$ cat config.mk
export PLATFORM = sky130hd
export DESIGN_NAME = aea_core
export DESIGN_NICKNAME = d
export VERILOG_FILES = /design/src/design/aea_pkg.sv /design/src/design/aea_core.sv
export SDC_FILE = /design/constraint.sdc
export NUM_CORES = 2
export LEC_CHECK = 0
export ABC_CLOCK_PERIOD_IN_PS = 180000
export BUFFER_PORTS_ARGS = -buffer_cell sky130_fd_sc_hd__buf_2
export CAP_MARGIN = 20
export CORE_ASPECT_RATIO = 0.75
export CORE_MARGIN = 8
export CORE_UTILIZATION = 55
export CTS_CLUSTER_DIAMETER = 100
export DETAILED_ROUTE_END_ITERATION = 16
export GPL_ROUTABILITY_DRIVEN = 0
export PLACE_DENSITY = 0.71
export SLEW_MARGIN = 20
export SYNTH_ARGS = -nofsm -noshare
export SYNTH_HDL_FRONTEND = slang
export SYNTH_SLANG_ARGS = --single-unit
$ cat constraint.sdc
create_clock -name mclk_i -period 180 [get_ports mclk_i]
set_input_delay 27 -clock mclk_i [delete_from_list [all_inputs] [get_ports mclk_i]]
set_output_delay 27 -clock mclk_i [all_outputs]
set_load 0.01 [all_outputs]
$ cat src/design/aea_pkg.sv
/*
 * Constants of the active energy accumulator: register offsets, field
 * positions, reset values, thresholds and timing counts.
 * Assumes a 50 MHz metering master clock and 24-bit filtered power samples.
 */
package aea_pkg;

    // ------------------------------------------------------------------
    // Register offsets
    // ------------------------------------------------------------------
    localparam logic [7:0] OFS_ENERGY       = 8'h01;
    localparam logic [7:0] OFS_ENERGY_CLEAR = 8'h02;
    localparam logic [7:0] OFS_WAVE_SEL     = 8'h0D;
    localparam logic [7:0] OFS_CREEP_CFG    = 8'h0E;
    localparam logic [7:0] OFS_ACCUM_CFG    = 8'h0F;
    localparam logic [7:0] OFS_GAIN         = 8'h1D;
    localparam logic [7:0] OFS_OFFSET       = 8'h20;
    localparam logic [7:0] OFS_DIVISOR      = 8'h24;
    localparam logic [7:0] OFS_IRQ_EN_LOW   = 8'hD9;
    localparam logic [7:0] OFS_IRQ_EN_HIGH  = 8'hDB;
    localparam logic [7:0] OFS_IRQ_ST_LOW   = 8'hDC;

    // ------------------------------------------------------------------
    // Field positions
    // ------------------------------------------------------------------
    localparam int ACC_ABS_BIT      = 0;
    localparam int ACC_POS_BIT      = 1;
    localparam int ACC_DIR_BIT      = 4;
    localparam int IRQ_CREEP_BIT    = 0;
    localparam int IRQ_SIGN_BIT     = 3;
    localparam int IRQ_WAVE_EN_BIT  = 5;
    localparam int WAVE_SRC_LSB     = 0;
    localparam int WAVE_RATE_LSB    = 5;
    localparam logic [2:0] WAVE_SRC_ACTIVE = 3'h0;

    // ------------------------------------------------------------------
    // Reset values
    // ------------------------------------------------------------------
    localparam logic [7:0]  RST_CFG8    = 8'h00;
    localparam logic [11:0] RST_GAIN    = 12'h000;
    localparam logic [15:0] RST_OFFSET  = 16'h0000;
    localparam logic [7:0]  RST_STATUS  = 8'h00;

    // ------------------------------------------------------------------
    // Arithmetic shape
    // ------------------------------------------------------------------
    localparam int ACC_W      = 49;
    localparam int READ_W     = 24;
    localparam int GAIN_SHIFT = 12;
    localparam int OFS_FRAC   = 8;
    localparam int FULL_SCALE = 838861;
    // Creep thresholds in millionths of a percent, then in sample LSBs.
    localparam int CREEP_PPM1 = 15000;
    localparam int CREEP_PPM2 = 7500;
    localparam int CREEP_PPM3 = 3700;
    // One percent of full scale is taken first so the product stays inside 32 bits.
    localparam int CREEP_THR1 = FULL_SCALE / 100 * CREEP_PPM1 / 1000000;
    localparam int CREEP_THR2 = FULL_SCALE / 100 * CREEP_PPM2 / 1000000;
    localparam int CREEP_THR3 = FULL_SCALE / 100 * CREEP_PPM3 / 1000000;

    // ------------------------------------------------------------------
    // Timing
    // ------------------------------------------------------------------
    localparam int          CLK_HZ      = 50000000;
    localparam logic [2:0]  STEP_LAST   = 3'h4;
    localparam int          WAVE_SPS0   = 25600;
    localparam int          WAVE_SPS1   = 12800;
    localparam int          WAVE_SPS2   = 6400;
    localparam int          WAVE_SPS3   = 3200;
    localparam logic [15:0] WAVE_CYC0   = 16'(CLK_HZ / WAVE_SPS0);
    localparam logic [15:0] WAVE_CYC1   = 16'(CLK_HZ / WAVE_SPS1);
    localparam logic [15:0] WAVE_CYC2   = 16'(CLK_HZ / WAVE_SPS2);
    localparam logic [15:0] WAVE_CYC3   = 16'(CLK_HZ / WAVE_SPS3);

endpackage

$ cat src/design/aea_core.sv
/*
 * Active energy accumulator: gain and offset correction of the filtered
 * active power, sign change and creep detection, divided accumulation into
 * a 49-bit energy register, waveform samples and the register port.
 * Assumes power_i is a synchronous signed sample held valid on every clock.
 */
// What this block does
// - Adds a 16-bit signed offset correction to the filtered power.
// - An offset of 256 equals one power sample LSB.
// - Sign change of power sets status bit 3 in chosen direction.
// - Direction bit clear: only positive-to-negative transitions set the flag.
// - Direction bit set: only negative-to-positive transitions set the flag.
// - Enabled sign flag raises the interrupt until software clears the flag.
// - Samples below the creep threshold are not accumulated.
// - Below threshold sets status bit 0; enabled, it raises the interrupt.
// - Threshold field 00 off; 01, 10, 11 pick three thresholds.
// - Energy kept in a 49-bit signed accumulator; readout shows upper 24 bits.
// - One accumulation step every five master clock cycles.
// - Both mode bits clear: signed accumulation, negative power subtracts.
// - Both mode bits set behaves as positive-only.
// - Positive-only mode discards negative samples.
// - Absolute mode adds the magnitude of each sample.
// - Power divided by 8-bit divisor first; zero divides by one.
// - Clear readout returns the energy and clears the upper 24 bits.
// - Active power waveform samples at 25.6, 12.8, 6.4 or 3.2 kSPS.
// - Energy readout wraps around in both directions and keeps counting.
// - Power is scaled by one plus 12-bit signed gain over 4096.
`timescale 1ns/1ps

module aea_core
(
    input  wire logic        mclk_i,
    input  wire logic        rst_i,
    input  wire logic [23:0] power_i,
    input  wire logic [7:0]  addr_i,
    input  wire logic [23:0] wr_data_i,
    input  wire logic        wr_i,
    input  wire logic        rd_i,
    output logic      [23:0] rd_data_o,
    output logic             irq_o,
    output logic      [23:0] wave_data_o,
    output logic             wave_valid_o
);

    // ------------------------------------------------------------------
    // State
    // ------------------------------------------------------------------
    typedef struct packed {
        logic [2:0]  step;
        logic [48:0] acc;
        logic [15:0] offset;
        logic [11:0] gain;
        logic [7:0]  divisor;
        logic [7:0]  accum_cfg;
        logic [7:0]  creep_cfg;
        logic [7:0]  wave_cfg;
        logic [7:0]  irq_en_low;
        logic [7:0]  irq_en_high;
        logic [7:0]  irq_st_low;
        logic        sign_prev;
        logic        sign_seen;
        logic [15:0] wave_cnt;
        logic [23:0] wave_data;
        logic        wave_valid;
        logic        irq;
        logic [23:0] rd_data;
    } aea_state_t;

    aea_state_t         st_reg;
    aea_state_t         st_next;
    logic signed [35:0] corr;
    logic        [35:0] mag;
    logic        [35:0] quot;
    logic signed [35:0] add;
    logic               below;
    logic               step_now;
    logic               clear_rd;

    // ------------------------------------------------------------------
    // Next-state logic
    // ------------------------------------------------------------------

    // Computes the corrected power, the accumulation step and register access.
    always_comb
    begin
        logic signed [35:0] prod;
        logic signed [35:0] gained;
        logic        [35:0] thr;
        logic        [7:0]  div_eff;
        logic        [48:0] sum;
        logic        [7:0]  st_set;
        logic        [15:0] wave_lim;
        prod     = 36'sh0;
        gained   = 36'sh0;
        thr      = 36'h0;
        div_eff  = 8'h01;
        sum      = 49'h0;
        st_set   = 8'h00;
        wave_lim = aea_pkg::WAVE_CYC0;
        st_next  = st_reg;

        // Gain scaling is one plus gain over 4096.
        prod   = 36'($signed(power_i) * $signed(st_reg.gain));
        gained = 36'($signed(power_i)) + (prod >>> aea_pkg::GAIN_SHIFT);
        // Power is carried with 8 fractional bits so one offset LSB is 1/256.
        corr = (gained <<< aea_pkg::OFS_FRAC)
             + 36'($signed(st_reg.offset));
        mag  = corr[35] ? 36'(-corr) : 36'(corr);

        // Creep threshold chosen by the two-bit field.
        unique case (st_reg.creep_cfg[1:0])
            2'h1: thr = 36'(aea_pkg::CREEP_THR1) << aea_pkg::OFS_FRAC;
            2'h2: thr = 36'(aea_pkg::CREEP_THR2) << aea_pkg::OFS_FRAC;
            2'h3: thr = 36'(aea_pkg::CREEP_THR3) << aea_pkg::OFS_FRAC;
            2'h0: thr = 36'h0;
        endcase
        below = (st_reg.creep_cfg[1:0] != 2'h0) && (mag < thr);

        // Divisor of zero counts as one.
        div_eff = (st_reg.divisor == 8'h00) ? 8'h01 : st_reg.divisor;
        quot    = mag / {28'h0, div_eff};

        // Mode selection; positive-only wins when both bits are set.
        if (below)
        begin
            add = 36'sh0;
        end
        else if (st_reg.accum_cfg[aea_pkg::ACC_POS_BIT])
        begin
            add = corr[35] ? 36'sh0 : $signed(quot);
        end
        else if (st_reg.accum_cfg[aea_pkg::ACC_ABS_BIT])
        begin
            add = $signed(quot);
        end
        else
        begin
            add = corr[35] ? 36'(-$signed(quot)) : $signed(quot);
        end

        // The 49-bit sum wraps naturally in both directions.
        step_now = (st_reg.step == aea_pkg::STEP_LAST);
        sum      = st_reg.acc + {{13{add[35]}}, add};
        st_next.step = step_now ? 3'h0 : 3'(st_reg.step + 3'h1);
        if (step_now)
        begin
            st_next.acc       = sum;
            st_next.sign_prev = corr[35];
            st_next.sign_seen = 1'b1;
            if (st_reg.sign_seen && (st_reg.sign_prev != corr[35]))
            begin
                if (!st_reg.accum_cfg[aea_pkg::ACC_DIR_BIT] && corr[35])
                begin
                    st_set[aea_pkg::IRQ_SIGN_BIT] = 1'b1;
                end
                if (st_reg.accum_cfg[aea_pkg::ACC_DIR_BIT] && !corr[35])
                begin
                    st_set[aea_pkg::IRQ_SIGN_BIT] = 1'b1;
                end
            end
            if (below)
            begin
                st_set[aea_pkg::IRQ_CREEP_BIT] = 1'b1;
            end
        end

        // Register reads; data stands in the following cycle only.
        clear_rd = rd_i && (addr_i == aea_pkg::OFS_ENERGY_CLEAR);
        st_next.rd_data = 24'h0;
        if (rd_i)
        begin
            case (addr_i)
                aea_pkg::OFS_ENERGY:       st_next.rd_data = st_reg.acc[48:25];
                aea_pkg::OFS_ENERGY_CLEAR: st_next.rd_data = st_reg.acc[48:25];
                aea_pkg::OFS_WAVE_SEL:     st_next.rd_data = {16'h0, st_reg.wave_cfg};
                aea_pkg::OFS_CREEP_CFG:    st_next.rd_data = {16'h0, st_reg.creep_cfg};
                aea_pkg::OFS_ACCUM_CFG:    st_next.rd_data = {16'h0, st_reg.accum_cfg};
                aea_pkg::OFS_GAIN:         st_next.rd_data = {12'h0, st_reg.gain};
                aea_pkg::OFS_OFFSET:       st_next.rd_data = {8'h0, st_reg.offset};
                aea_pkg::OFS_DIVISOR:      st_next.rd_data = {16'h0, st_reg.divisor};
                aea_pkg::OFS_IRQ_EN_LOW:   st_next.rd_data = {16'h0, st_reg.irq_en_low};
                aea_pkg::OFS_IRQ_EN_HIGH:  st_next.rd_data = {16'h0, st_reg.irq_en_high};
                aea_pkg::OFS_IRQ_ST_LOW:   st_next.rd_data = {16'h0, st_reg.irq_st_low};
                default:                   st_next.rd_data = 24'h0;
            endcase
        end
        // Clearing subtracts the old upper part so a same-cycle step is kept.
        if (clear_rd)
        begin
            st_next.acc = st_next.acc - {st_reg.acc[48:25], 25'h0};
        end

        // Register writes; status bits are cleared by writing ones.
        st_next.irq_st_low = st_reg.irq_st_low;
        if (wr_i)
        begin
            case (addr_i)
                aea_pkg::OFS_WAVE_SEL:    st_next.wave_cfg    = wr_data_i[7:0];
                aea_pkg::OFS_CREEP_CFG:   st_next.creep_cfg   = wr_data_i[7:0];
                aea_pkg::OFS_ACCUM_CFG:   st_next.accum_cfg   = wr_data_i[7:0];
                aea_pkg::OFS_GAIN:        st_next.gain        = wr_data_i[11:0];
                aea_pkg::OFS_OFFSET:      st_next.offset      = wr_data_i[15:0];
                aea_pkg::OFS_DIVISOR:     st_next.divisor     = wr_data_i[7:0];
                aea_pkg::OFS_IRQ_EN_LOW:  st_next.irq_en_low  = wr_data_i[7:0];
                aea_pkg::OFS_IRQ_EN_HIGH: st_next.irq_en_high = wr_data_i[7:0];
                aea_pkg::OFS_IRQ_ST_LOW:  st_next.irq_st_low  = st_reg.irq_st_low
                                                              & ~wr_data_i[7:0];
                default:                  st_next.irq_st_low  = st_reg.irq_st_low;
            endcase
        end
        // A new event wins over a clear in the same cycle.
        st_next.irq_st_low = st_next.irq_st_low | st_set;

        // Interrupt level follows enabled status bits.
        st_next.irq = |(st_next.irq_st_low & st_next.irq_en_low);

        // Waveform sample timer and active power sample output.
        unique case (st_reg.wave_cfg[aea_pkg::WAVE_RATE_LSB +: 2])
            2'h0: wave_lim = aea_pkg::WAVE_CYC0;
            2'h1: wave_lim = aea_pkg::WAVE_CYC1;
            2'h2: wave_lim = aea_pkg::WAVE_CYC2;
            2'h3: wave_lim = aea_pkg::WAVE_CYC3;
        endcase
        st_next.wave_valid = 1'b0;
        if (st_reg.wave_cnt >= 16'(wave_lim - 16'h1))
        begin
            st_next.wave_cnt = 16'h0;
            if (st_reg.irq_en_high[aea_pkg::IRQ_WAVE_EN_BIT]
                && st_reg.wave_cfg[aea_pkg::WAVE_SRC_LSB +: 3] == aea_pkg::WAVE_SRC_ACTIVE)
            begin
                st_next.wave_valid = 1'b1;
                st_next.wave_data  = corr[31:8];
            end
        end
        else
        begin
            st_next.wave_cnt = 16'(st_reg.wave_cnt + 16'h1);
        end
    end

    // ------------------------------------------------------------------
    // State register
    // ------------------------------------------------------------------

    // Registers the whole state; reset loads constants only.
    always_ff @(posedge mclk_i or posedge rst_i)
    begin
        if (rst_i)
        begin
            st_reg             <= '0;
            st_reg.offset      <= aea_pkg::RST_OFFSET;
            st_reg.gain        <= aea_pkg::RST_GAIN;
            st_reg.divisor     <= aea_pkg::RST_CFG8;
            st_reg.accum_cfg   <= aea_pkg::RST_CFG8;
            st_reg.creep_cfg   <= aea_pkg::RST_CFG8;
            st_reg.wave_cfg    <= aea_pkg::RST_CFG8;
            st_reg.irq_en_low  <= aea_pkg::RST_CFG8;
            st_reg.irq_en_high <= aea_pkg::RST_CFG8;
            st_reg.irq_st_low  <= aea_pkg::RST_STATUS;
        end
        else
        begin
            st_reg <= st_next;
        end
    end

    // Outputs come straight from the state register.
    assign rd_data_o    = st_reg.rd_data;
    assign irq_o        = st_reg.irq;
    assign wave_data_o  = st_reg.wave_data;
    assign wave_valid_o = st_reg.wave_valid;

    // ------------------------------------------------------------------
    // Assertions
    // ------------------------------------------------------------------

    // Step counter cycles through five states.
    step_period_a: assert property (@(posedge mclk_i) disable iff (rst_i)
        (st_reg.step == aea_pkg::STEP_LAST) |=> (st_reg.step == 3'h0) ##4
        (st_reg.step == aea_pkg::STEP_LAST))
        else $error("accumulation step period is not five cycles");

    // Enabled sign flag drives the interrupt.
    sign_irq_a: assert property (@(posedge mclk_i) disable iff (rst_i)
        (st_reg.irq_st_low[aea_pkg::IRQ_SIGN_BIT] && st_reg.irq_en_low[aea_pkg::IRQ_SIGN_BIT]
         && !wr_i) |=> irq_o)
        else $error("sign change interrupt not asserted");

    // The creep status flag holds unless cleared by a write.
    sticky_flag_a: assert property (@(posedge mclk_i) disable iff (rst_i)
        (st_reg.irq_st_low[aea_pkg::IRQ_CREEP_BIT] && !wr_i)
        |=> st_reg.irq_st_low[aea_pkg::IRQ_CREEP_BIT])
        else $error("creep flag dropped without a clear");

    // Energy read returns the upper 24 bits.
    energy_read_a: assert property (@(posedge mclk_i) disable iff (rst_i)
        (rd_i && addr_i == aea_pkg::OFS_ENERGY) |=> (rd_data_o == $past(st_reg.acc[48:25])))
        else $error("energy readout mismatch");

    // Clearing read returns the energy and empties the upper bits.
    clear_read_a: assert property (@(posedge mclk_i) disable iff (rst_i)
        (clear_rd && !step_now) |=> (rd_data_o == $past(st_reg.acc[48:25]))
        && (st_reg.acc[48:25] == 24'h0))
        else $error("clearing energy read misbehaved");

    // Creep samples leave the energy untouched.
    creep_skip_a: assert property (@(posedge mclk_i) disable iff (rst_i)
        (step_now && below && !clear_rd) |=> $stable(st_reg.acc))
        else $error("energy accumulated below creep threshold");

    // Positive-only mode ignores negative samples.
    pos_only_a: assert property (@(posedge mclk_i) disable iff (rst_i)
        (step_now && st_reg.accum_cfg[aea_pkg::ACC_POS_BIT] && corr[35] && !clear_rd)
        |=> $stable(st_reg.acc))
        else $error("negative sample accumulated in positive-only mode");

    // Signed mode adds the divided sample with its sign.
    signed_acc_a: assert property (@(posedge mclk_i) disable iff (rst_i)
        (step_now && st_reg.accum_cfg[1:0] == 2'h0 && !below && !clear_rd)
        |=> (st_reg.acc == 49'($past(st_reg.acc) + {{13{$past(add[35])}}, $past(add)})))
        else $error("signed accumulation mismatch");

    // Default direction flags a positive-to-negative change.
    sign_dir_a: assert property (@(posedge mclk_i) disable iff (rst_i)
        (step_now && st_reg.sign_seen && !st_reg.sign_prev && corr[35]
         && !st_reg.accum_cfg[aea_pkg::ACC_DIR_BIT])
        |=> st_reg.irq_st_low[aea_pkg::IRQ_SIGN_BIT])
        else $error("sign change flag not set");

endmodule // aea_core

-- Yosys cells after proc, flatten, opt, wreduce, memory -nomap -nowiden
Index checks and enable logic that the tools add are counted.
- add/subtract/negate cells: 9
- shifts and indexed selects: 0
- multiplexer cells: 27
- bitwise logic cells: 4
- div/mod/pow operators: 1
- eq/ne operators: 19
- multipliers: 1
- magnitude comparators: 2
- reduce and logical (&&, ||, !) cells: 23
- operators by type and width (kind ; count):
    24-bit case mux with 10 select lines ; 1
    36-bit two-way mux ; 6
    36-bit case mux with 4 select lines ; 1
    49-bit two-way mux ; 2
    16-bit case mux with 4 select lines ; 1
    49-bit adder ; 1
    49-bit subtractor ; 1
    24-bit two-way mux ; 2
    36-bit by 8-bit divider with 36-bit output ; 1
    36-bit less-than comparator ; 1
    24-bit by 12-bit multiplier with 36-bit output ; 1
    34-bit negator with 36-bit output ; 1
    36-bit negator ; 1
    33-bit by 16-bit adder with 34-bit output ; 1
    8-bit two-way mux ; 4
    24-bit by 24-bit adder with 25-bit output ; 1
    8-bit by 4-bit == test with 1-bit output, second input constant ; 3
    8-bit == test, second input constant ; 3
    16-bit by 1-bit adder with 16-bit output, second input constant ; 1
    8-bit AND ; 2
    8-bit by 6-bit == test with 1-bit output, second input constant ; 2
    16-bit >= comparator ; 1
    16-bit two-way mux ; 1
    2-bit AND reduction ; 8
    21 further kinds ; 39
- memories: 0
- bits in writable memories: 0
- output and inout bits: 50
- word-level logic and storage cells: 104
- latch bits: 0
- ROM bits: 0
- bits of input ports: 60
- bits in registers: 204

-- Longest topological paths before layout
- depth in word-level cells: 15
- mapped depth: 643
- mapped depth without buffers: 596

-- Worst setup path before layout
Ideal clock, no wire load.
- path type: input to register
- start point: input port power_i[5]
- end point: register st_reg[200] (netlist name)
- setup time: 123 ps
- slack: 38210 ps
- stages on the path: 627
- data arrival time: 141667 ps
- required time: 179877 ps
- path buffers: 54
- path through: clkbuf_1 > nand2_1 > fa_1 > inv_1 > ha_1 > fa_1 > inv_1 > fa_1 > fa_1 > inv_1 > ha_1 > o21ai_0 > nand2b_1 > a21oi_1 > nor2b_1 > o21ai_0 > nand2b_1 > a21oi_1 > [591 not listed] > o21ai_0 > nand2b_1 > and2_1 > o21ai_0 > nand2b_1 > and2_1 > o21ai_0 > nand2b_1 > and2_1 > o21ai_0 > nand2b_1 > and2_1 > o21a_1 > nor2_1 > o21bai_1 > a211oi_1 > a21oi_1 > xnor2_1
- RTL lines (what ; RTL line ; text):
    start, declared ; aea_core.sv:34 ; input wire logic [23:0] power_i,
    end signal, assigned ; aea_core.sv:263 ; st_reg <= st_next;
    end, declared ; aea_core.sv:69 ; aea_state_t st_reg;

==> results.md <==
* Routed Antenna Nets at 0
* Clk_lat worst skew at 0.57 ns
* CTS Hold Bufs at 0
* Sequential share of the synthesized area at 0.102
* Num CTS Buffers at 23
* Max reg flops at 154
* Crit-path max cell delay at 0.84 ns
* Min cycle time layout at 163.06 ns
* Ys async rst share at 1.00
* Reg2Reg Setup Slack at 42.88 ns
* CP arrival at 163.49 ns
* Wire per inst at 19.6 um
* CP max FO at 23
* Vias per std cell at 6.45
* Crit end category: flip-flop
* Synth area leaders: ha_1, fa_1, dfrtp_1
* Die Span Y at 278 um
* Ys flop type: dfrtp_1
* Die X at 365 um
* 1st-iter DRT viols at 4,639
* Residual DRC at 0
* Die ar. at 0.101 mm2
* Setup bufs post-CTS at 0
* CTS tree: built
* Startpoint Class: input port
* Synthesized area at 0.0501 mm2
* Slew HR at 0.276
* First-pass GRT wire length at 248,000 um
* CP max-delay cell: o41ai_1
* Setup CP Type: in2reg
* Synthesis Warnings at 0
* Share of layout cells above drive strength 1 at 0.0815
* Clk_skew at 0.0391 ns
* RSZ-0062 raised after global routing: false
* All-Layer GR Usage at 0.289
* Outcome: finished clean
* Post-cts resize count at 0
* Bufs on Longest Clock Path at 3
* Synth Area per Inst at 7.62 um2
* Synth area leader: ha_1
* Setup_tns at 0 ns
* FMAX at 6.13 MHz
* Largest net degree at the start of global routing at 140
* Clock Sinks at 204
* Count of final setup violators at 0
* Synth Register Bits at 204
* Initial antenna violation count at 3
* Routed via count at 49,891
* Core ar. at 0.0909 mm2
* Worst-path clk slew at 0.06 ns
* Initial Utilization at 0.552
* Synth cell types at 139
* Synth cell count leaders: nand2_1, nor2_1, ha_1
* Final hold vios at 0
* Tightest Hold Check Type: reg2reg
* Io pins at 110
* Max Slew Vio Count at 0
* Root buffer cell: clkbuf_16
* PortBufs at 101
* Syn-to-layout area delta at 4.01%
* Final #Nets at 7,304
* Top cell type's share of synthesized area at 0.123
* Site Rows at 96
* Global route overflow at 0
* Fin crit share at 0.906
* H-tree levels at 1
* CP required at 180.42 ns
* Number of global-route vias before repair at 47,219
* Drt pass-1 iters at 8
* Number of flops mapped to enable cells by yosys at 0
* Cell mode on critical path: o21a_1
* Synth Instances at 6,584
* Worst slew pin tran at 1.09 ns
* Max Cap Viol at 0
* WL final at 152,000 um
* Cell with the most instances after synthesis: nand2_1
* HPWL Detailed at 121,000 um
==> worst max-delay path: cells and delay by family <==
family | cells | cell delay [ns]
compound gates | 308 | 70.41
xor+xnor | 3 | 0.48
fa+ha+maj | 45 | 14.47
buf+inv | 32 | 4.56
mux | 7 | 1.98
simple gates | 178 | 44.20
==> area by class of cell <==
class / count / area, um2
Clock inverter: 11 / 109
Antenna cell: 1 / 2.50
Inverter: 457 / 1720
Clock buffer: 29 / 638
Sequential cell: 204 / 5100
Timing Repair Buffer: 165 / 1000
Multi-Input combinational cell: 5640 / 42000
Tap cell: 1225 / 1530
Fill cell: 8514 / 38800
==> final timing paths <==
path                        startpoint          end  cells after the start
min                        st_reg[201]  st_reg[201]                      1
max                         power_i[5]  st_reg[200]                    573
max reg2reg                st_reg[132]  st_reg[200]                    570
max in group asynchronous        rst_i  st_reg[175]                      4
min in group asynchronous        rst_i   st_reg[58]                      2
min reg2reg                st_reg[201]  st_reg[201]                      1
==> layout by cell type, fill, tap and decap left out, types with 60 or more instances in the layout <==
cell / netlist / final
buf_2: 36 / 102
a31oi_1: 75 / 75
and2_1: 142 / 142
a21o_1: 123 / 123
and3_1: 64 / 63
o21a_1: 237 / 237
a21oi_1: 369 / 368
nand3_1: 165 / 165
nand2b_1: 84 / 84
dfrtp_1: 204 / 204
o31ai_1: 127 / 127
inv_1: 454 / 453
buf_4: 56 / 62
o21ai_0: 271 / 271
mux2_2: 126 / 126
fa_1: 260 / 260
xnor2_1: 242 / 242
or3_1: 70 / 70
nor2_1: 518 / 518
nor3_1: 328 / 325
nand4_1: 78 / 78
mux2i_1: 60 / 60
ha_1: 493 / 493
nand2_1: 717 / 716
xor2_1: 115 / 115
==> routing by layer <==
layer	vias up	track usage	wire, um
met3	281	0.0496	13400
li1	23729	-	-
met4	8	0.0690	4220
met5	-	0	50
met1	23825	0.426	70500
met2	2048	0.437	63500
==> through the flow <==
stage | util | setup slack, ns | cells | hold slack, ns | cell area (um2)
2_1_floorplan | - | 38.21 | 6586 | 0.432 | 50200
3_3_place_gp | 0.565 | 21.81 | 7687 | 0.452 | 51400
3_5_place_dp | 0.565 | 19.94 | 7687 | 0.465 | 51400
4_1_cts | 0.573 | 20.01 | 7727 | 0.481 | 52100
5_1_grt | 0.574 | 6.57 | 7731 | 0.503 | 52200
6_report | 0.574 | 16.94 | 7732 | 0.474 | 52200
==> logic make-up (layout without fill, tap and decap cells) <==
logic type,Yosys count,after routing,share of synthesized area
other cells,2,5,0.000150
flops,204,204,0.102
simple gates,2515,2515,0.252
compound gates,1814,1814,0.253
buf+inv,742,662,0.0609
fa+ha+maj,757,757,0.228
xor+xnor,359,359,0.0630
mux,191,191,0.0415
Power is left out: the tool's default activity adds up to more than one toggle a clock period on the data nets, which glitch-free logic cannot reach.
